===== src/design/drive_pkg.sv =====
// Constants for the port drive-strength register bank
package drive_pkg;
  // Register indexes on the plain register port
  localparam logic [3:0] DRIVE_LO_ADDR  = 4'h0;
  localparam logic [3:0] DRIVE_HI_ADDR  = 4'h1;
  // Reset values: every group at minimum drive
  localparam logic [7:0] DRIVE_LO_RESET = 8'h00;
  localparam logic [7:0] DRIVE_HI_RESET = 8'h00;
  // Implemented bits of the high register (port E low, port G both)
  localparam logic [7:0] DRIVE_HI_MASK  = 8'h31;
  // Field positions, low register
  localparam int PA_LO_BIT = 0;
  localparam int PA_HI_BIT = 1;
  localparam int PB_LO_BIT = 2;
  localparam int PB_HI_BIT = 3;
  localparam int PC_LO_BIT = 4;
  localparam int PC_HI_BIT = 5;
  localparam int PD_LO_BIT = 6;
  localparam int PD_HI_BIT = 7;
  // Field positions, high register
  localparam int PE_LO_BIT = 0;
  localparam int PG_LO_BIT = 4;
  localparam int PG_HI_BIT = 5;
  // Package variants
  localparam logic [1:0] VARIANT_SMALL = 2'h0;
  localparam logic [1:0] VARIANT_MID   = 2'h1;
  localparam logic [1:0] VARIANT_FULL  = 2'h2;
  // Bonded pins of ports B, C, D per variant
  localparam logic [7:0] BOND_B_SMALL  = 8'h1F;
  localparam logic [7:0] BOND_C_SMALL  = 8'h38;
  localparam logic [7:0] BOND_D_SMALL  = 8'hE7;
  localparam logic [7:0] BOND_B_MID    = 8'h5F;
  localparam logic [7:0] BOND_C_MID    = 8'h78;
  localparam logic [7:0] BOND_D_MID    = 8'hFF;
  localparam logic [7:0] BOND_ALL      = 8'hFF;
  // Port E has only its low nibble
  localparam logic [7:0] BOND_E        = 8'h0F;
  // Read data of an unmapped index
  localparam logic [7:0] READ_NONE     = 8'h00;
endpackage


===== src/design/drive_map_if.sv =====
// Interface between register bank and pin-level mapper
`timescale 1ns/1ns
`default_nettype none
interface drive_map_if;
  logic [7:0] lo;
  logic [7:0] hi;
  logic [7:0] pa;
  logic [7:0] pb;
  logic [7:0] pc;
  logic [7:0] pd;
  logic [7:0] pe;
  logic [7:0] pg;
  modport src (output lo, hi, input pa, pb, pc, pd, pe, pg);
  modport map (input lo, hi, output pa, pb, pc, pd, pe, pg);
endinterface
`default_nettype wire


===== src/design/drive_pin_map.sv =====
// Expands drive-select bits to per-pin levels for the bonded pins
`timescale 1ns/1ns
`default_nettype none
module drive_pin_map
  import drive_pkg::*;
#(
  parameter logic [1:0] VARIANT = VARIANT_FULL
) (
  // Select bits in, pin levels out
  drive_map_if.map m
);
  // Bond masks of the chosen variant
  wire [7:0] bond_b = (VARIANT == VARIANT_SMALL) ? BOND_B_SMALL :
                      (VARIANT == VARIANT_MID)   ? BOND_B_MID : BOND_ALL;
  wire [7:0] bond_c = (VARIANT == VARIANT_SMALL) ? BOND_C_SMALL :
                      (VARIANT == VARIANT_MID)   ? BOND_C_MID : BOND_ALL;
  wire [7:0] bond_d = (VARIANT == VARIANT_SMALL) ? BOND_D_SMALL :
                      (VARIANT == VARIANT_MID)   ? BOND_D_MID : BOND_ALL;

  // Port A, every pin on every variant
  assign m.pa = {{4{m.lo[PA_HI_BIT]}}, {4{m.lo[PA_LO_BIT]}}};
  // Upper groups reach bonded pins only
  assign m.pb = {{4{m.lo[PB_HI_BIT]}}, {4{m.lo[PB_LO_BIT]}}} & bond_b;
  assign m.pc = {{4{m.lo[PC_HI_BIT]}}, {4{m.lo[PC_LO_BIT]}}} & bond_c;
  assign m.pd = {{4{m.lo[PD_HI_BIT]}}, {4{m.lo[PD_LO_BIT]}}} & bond_d;
  // Port E low nibble and port G
  assign m.pe = {8{m.hi[PE_LO_BIT]}} & BOND_E;
  assign m.pg = {{4{m.hi[PG_HI_BIT]}}, {4{m.hi[PG_LO_BIT]}}};
endmodule
`default_nettype wire


===== src/design/port_drive_strength_regs.sv =====
// Port drive-strength register bank with registered pad levels
`timescale 1ns/1ns
`default_nettype none
//////////////////////////////////////////////////////////////////////////////
// Behaviour
// - Per-nibble drive select, ports A to E and G
// - Bit 0 minimum drive, 1 maximum
// - Low register bits 0-2: PA, PB low
// - Full variant bits 3-7: PB, PC, PD
// - Smaller variants drive only bonded pins
// - High register bits 0,4,5: PE, PG
// - Unimplemented high bits ignore writes, read zero
// - All select bits clear at reset
module port_drive_strength_regs
  import drive_pkg::*;
#(
  parameter logic [1:0] VARIANT = VARIANT_FULL
) (
  // Clock and reset
  input  wire logic       clk,
  input  wire logic       sys_rst,
  // Register port
  input  wire logic [3:0] addr,
  input  wire logic [7:0] wr_data,
  input  wire logic       wr_en,
  input  wire logic       rd_en,
  output logic      [7:0] rd_data,
  // Pad drive levels, one bit per pin
  output logic      [7:0] pa_drive,
  output logic      [7:0] pb_drive,
  output logic      [7:0] pc_drive,
  output logic      [7:0] pd_drive,
  output logic      [7:0] pe_drive,
  output logic      [7:0] pg_drive
);
  logic [7:0] drive_select_lo;
  logic [7:0] drive_select_hi;

  //////////////////////////////////////////////////////////////////////////////
  // Decode
  wire hit_lo = (addr == DRIVE_LO_ADDR);
  wire hit_hi = (addr == DRIVE_HI_ADDR);

  // Next select values on a write
  wire [7:0] next_lo = (wr_en && hit_lo) ? wr_data : drive_select_lo;
  wire [7:0] next_hi = (wr_en && hit_hi) ? (wr_data & DRIVE_HI_MASK)
                                         : drive_select_hi;
  // Read mux
  wire [7:0] next_rd = hit_lo ? drive_select_lo :
                       hit_hi ? drive_select_hi : READ_NONE;

  // Pin expansion of the next values
  drive_map_if dmap ();
  assign dmap.lo = next_lo;
  assign dmap.hi = next_hi;

  drive_pin_map #(
    .VARIANT (VARIANT)
  ) u_map (
    .m (dmap.map)
  );

  //////////////////////////////////////////////////////////////////////////////
  // Select registers, reset to minimum
  always_ff @(posedge clk) begin
    if (sys_rst) begin
      drive_select_lo <= DRIVE_LO_RESET;
      drive_select_hi <= DRIVE_HI_RESET;
    end else begin
      drive_select_lo <= next_lo;
      drive_select_hi <= next_hi;
    end
  end

  // Read data, valid the cycle after the strobe only
  always_ff @(posedge clk) begin
    if (sys_rst) begin
      rd_data <= READ_NONE;
    end else begin
      rd_data <= rd_en ? next_rd : READ_NONE;
    end
  end

  // Pad levels track the select bits
  always_ff @(posedge clk) begin
    if (sys_rst) begin
      pa_drive <= 8'h00;
      pb_drive <= 8'h00;
      pc_drive <= 8'h00;
      pd_drive <= 8'h00;
      pe_drive <= 8'h00;
      pg_drive <= 8'h00;
    end else begin
      pa_drive <= dmap.pa;
      pb_drive <= dmap.pb;
      pc_drive <= dmap.pc;
      pd_drive <= dmap.pd;
      pe_drive <= dmap.pe;
      pg_drive <= dmap.pg;
    end
  end
endmodule
`default_nettype wire


===== config.mk =====
export PLATFORM = sky130hd
export DESIGN_NAME = port_drive_strength_regs
export DESIGN_NICKNAME = d
export VERILOG_FILES = /design/src/design/drive_pkg.sv /design/src/design/drive_map_if.sv /design/src/design/drive_pin_map.sv /design/src/design/port_drive_strength_regs.sv
export SDC_FILE = /design/constraint.sdc
export NUM_CORES = 1
export LEC_CHECK = 0
export BUFFER_PORTS_ARGS = -buffer_cell sky130_fd_sc_hd__buf_2
export CORE_MARGIN = 4
export CORE_UTILIZATION = 43
export DETAILED_ROUTE_END_ITERATION = 8
export MAX_ROUTING_LAYER = met4
export PLACE_DENSITY = 0.79
export SYNTH_ARGS = -nofsm -noshare
export SYNTH_HDL_FRONTEND = slang
export SYNTH_SLANG_ARGS = --single-unit

===== constraint.sdc =====
create_clock -name clk -period 3.8 [get_ports clk]
set_input_delay 0.38 -clock clk [delete_from_list [all_inputs] [get_ports clk]]
set_output_delay 0.38 -clock clk [all_outputs]
set_load 0.03 [all_outputs]

==> qor.txt <==
======================================================================================================
First-pass iteration count of the detailed router .......................................            4
Die width ...............................................................................      56.7 um
Post-Syn Area ...........................................................................     1020 um2
Relative max-transition margin ..........................................................        65.8%
Max-capacitance violation count .........................................................            0
GRT Total Usage .........................................................................        12.2%
Max clock buf depth .....................................................................            2
Reg-to-reg setup timing slack ...........................................................      3.10 ns
Insertion delay of the later-clocked pin in the worst-skew pair .........................      0.29 ns
Maximum clock frequency .................................................................      683 MHz
Total number of vias ....................................................................          741
Layout Area Growth over Synthesis .......................................................        11.5%
Antenna Nets Post-Route .................................................................            0
Ports placed on the boundary ............................................................           72
Total of cells resized after clock tree synthesis .......................................            0
Most common cell after layout, fill and taps aside ......................................        buf_2
Number of nets in the layout ............................................................          157
Final Wtd Congestion ....................................................................        0.724
Hold crit path type .....................................................................    in -> reg
Filler cell count in the final layout ...................................................          221
Run status .............................................................................. finished clean
Highest fanout seen on the critical path ................................................           20
Syn avg cell area .......................................................................     9.62 um2
Setup violation total in the final timing report ........................................            0
Share of post-route cells with drive strength above 1 ...................................        51.4%
Number of global-route vias before repair ...............................................          622
Average via count per standard cell .....................................................         4.41
Setup repair after global routing missed its margin .....................................        false
CTS root buffer .........................................................................     clkbuf_4
Clock transition at the register clock pins on the worst setup and hold paths after CTS .      0.10 ns
Worst-case setup margin in the final layout .............................................      2.34 ns
Worst setup EP type .....................................................................         flop
Worst endpoint required time ............................................................      4.05 ns
Start point of the critical path ........................................................      sys_rst
Capturing point of the worst reg2reg path ............................................... drive_select_lo[4]
Static leakage ..........................................................................     0.646 nW
Cell count of the worst reg-to-reg path .................................................            2
Worst slack at placement ................................................................      1.99 ns
Commonest cells after routing, fill and taps aside ...................................... 67 x buf_2, 20 x nand2b_1, 19 x dfxtp_1, 11 x mux2i_1, 5 x and2_1
Share of the cycle needed by the critical path after routing ............................        38.5%
Pin count of the biggest net entering global routing ....................................           21
Startpoint types ........................................................................ primary input
Proportion of power drawn by flip-flops and latches .....................................        58.3%
Skew final ..............................................................................  0.000935 ns
Total overflow reported by the global router ............................................            0
Final Hold Viols ........................................................................            0
Proportion of power drawn by the clock network ..........................................        28.9%
Count of routing violations after the opening detailed-route iteration ..................           19
Proportion of total power due to net switching ..........................................        25.9%
Post-layout min period ..................................................................      1.46 ns
Half-perimeter wire length of the detailed placement result .............................      1550 um
Sequential-to-total area share from yosys stat ..........................................        37.3%
Number of core rows .....................................................................           17
Number of antenna violations at the first check in global routing .......................            0
Routed wirelength normalized by instance count ..........................................      11.5 um
Core Region .............................................................................     2230 um2
Final worst hold slack ..................................................................     0.329 ns
Height of the die .......................................................................      56.7 um
Worst setup path end ....................................................................   rd_data[5]
Clock buffers created by TritonCTS ......................................................            3
Die footprint ...........................................................................     3210 um2
WP data arrival .........................................................................      1.71 ns
FF-to-FF Start .......................................................................... drive_select_lo[4]
Worst slew pin tran .....................................................................     0.511 ns
Final wirelength ........................................................................      1930 um
Effective utilization at floorplan ......................................................        45.7%
Level count of the clock H-tree .........................................................            1
Post-cts hold buffer count ..............................................................            0
Pins Over Slew Limit ....................................................................            0
Gate count after technology mapping .....................................................          106
Number of port buffers ..................................................................           67
Power Internal ..........................................................................     0.257 mW
Clock tree sinks ........................................................................           19
Total negative slack ....................................................................         0 ns
Psw .....................................................................................    0.0898 mW
Number of synthesis warnings ............................................................            0
Max VDD drop ............................................................................     0.129 mV
Wire length of the first global-routing pass ............................................      2950 um
Post-CTS setup buffer count .............................................................            0
Share of power burned in combinational logic ............................................        12.8%
Final routed DRC violation total ........................................................            0
Flip-flop and latch count after synthesis ...............................................           19
Number of inserted diodes ...............................................................            0
Power density normalized to cell area ...................................................   305 nW/um2
TritonCTS clock tree ....................................................................         done
Worst setup path category ...............................................................    in -> reg
Count of distinct cell types in the synthesized netlist .................................           15
======================================================================================================
[routing by layer]
metal / up-vias / wire length [um] / GRT usage (%)
met5: - / 0 / -
met4: 0 / 44 / 7.12
met3: 4 / 163 / 2.53
met2: 34 / 1020 / 20.5
met1: 335 / 701 / 13.2
li1: 368 / - / -
[kinds of logic after synthesis]
family | synth area share (%)
AND/OR/NAND/NOR | 20.5
multiplexers | 10.8
buffers and inverters | 28.5
flip-flops | 37.3
AO/OA/AOI/OAI | 2.58
other | 0.368
[state kept, by name, indices dropped and copies added, names as in the netlist]
name             count
drive_select_lo      8
rd_data              8
drive_select_hi      3
[critical path: stages]
cell    delay, ns
buf_2        0.18
or4b_1       0.58
nor3_2       0.36
a22o_1       0.21
[power by group through the flow]
stage               clock network [mW]  registers, mW  logic (mW)
global route                     0.110          0.203      0.0472
finish                           0.100          0.202      0.0443
CTS                              0.104          0.203      0.0445
floorplan                            0          0.210      0.0350
detailed placement                   0          0.207      0.0444
global placement                     0          0.207      0.0438
[Yosys cell counts]
| master | number | share of area [%] |
|---|---|---|
| nor2_1 | 2 | 0.74 |
| or3b_1 | 1 | 0.86 |
| buf_1 | 1 | 0.37 |
| dfxtp_1 | 19 | 37 |
| nor3_2 | 2 | 2.0 |
| buf_4 | 37 | 27 |
| or4b_1 | 1 | 0.98 |
| buf_2 | 1 | 0.49 |
| nand2b_1 | 20 | 12 |
| mux2i_1 | 11 | 11 |
| or3_1 | 1 | 0.61 |
| a22o_1 | 3 | 2.6 |
| and2_1 | 5 | 3.1 |
| conb_1 | 1 | 0.37 |
| clkbuf_1 | 1 | 0.37 |
[worst min path at each step]
stage | endpoint | slack, ns | from | cells after the start
3_3_place_gp | drive_select_lo[3] | 0.50 | drive_select_lo[3] | 2
5_1_grt | drive_select_lo[7] | 0.33 | wr_data[7] | 3
3_5_place_dp | drive_select_lo[3] | 0.52 | drive_select_lo[3] | 2
6_report | drive_select_lo[3] | 0.33 | wr_data[3] | 3
4_1_cts | drive_select_lo[7] | 0.32 | wr_data[7] | 3
2_1_floorplan | drive_select_lo[3] | 0.54 | wr_data[3] | 2
[layout make-up]
| type | instances | area, um2 | share of cell area (%) |
|---|---|---|---|
| clock buffer | 4 | 26.3 | 2.31 |
| multi-input combinational | 50 | 360 | 31.7 |
| sequential | 19 | 380 | 33.4 |
| tap | 28 | 35.0 | 3.08 |
| timing repair buffer | 67 | 335 | 29.5 |
[metrics by stage]
stage	area (um2)	util, %	cells	power [mW]
after global placement	1110	49.7	164	0.251
after floorplan	1030	-	109	0.245
after global routing	1140	50.9	168	0.360
after detailed placement	1110	49.7	164	0.251
after CTS	1140	50.9	168	0.351
final	1140	50.9	168	0.347
(Power assumes the default switching activity.)
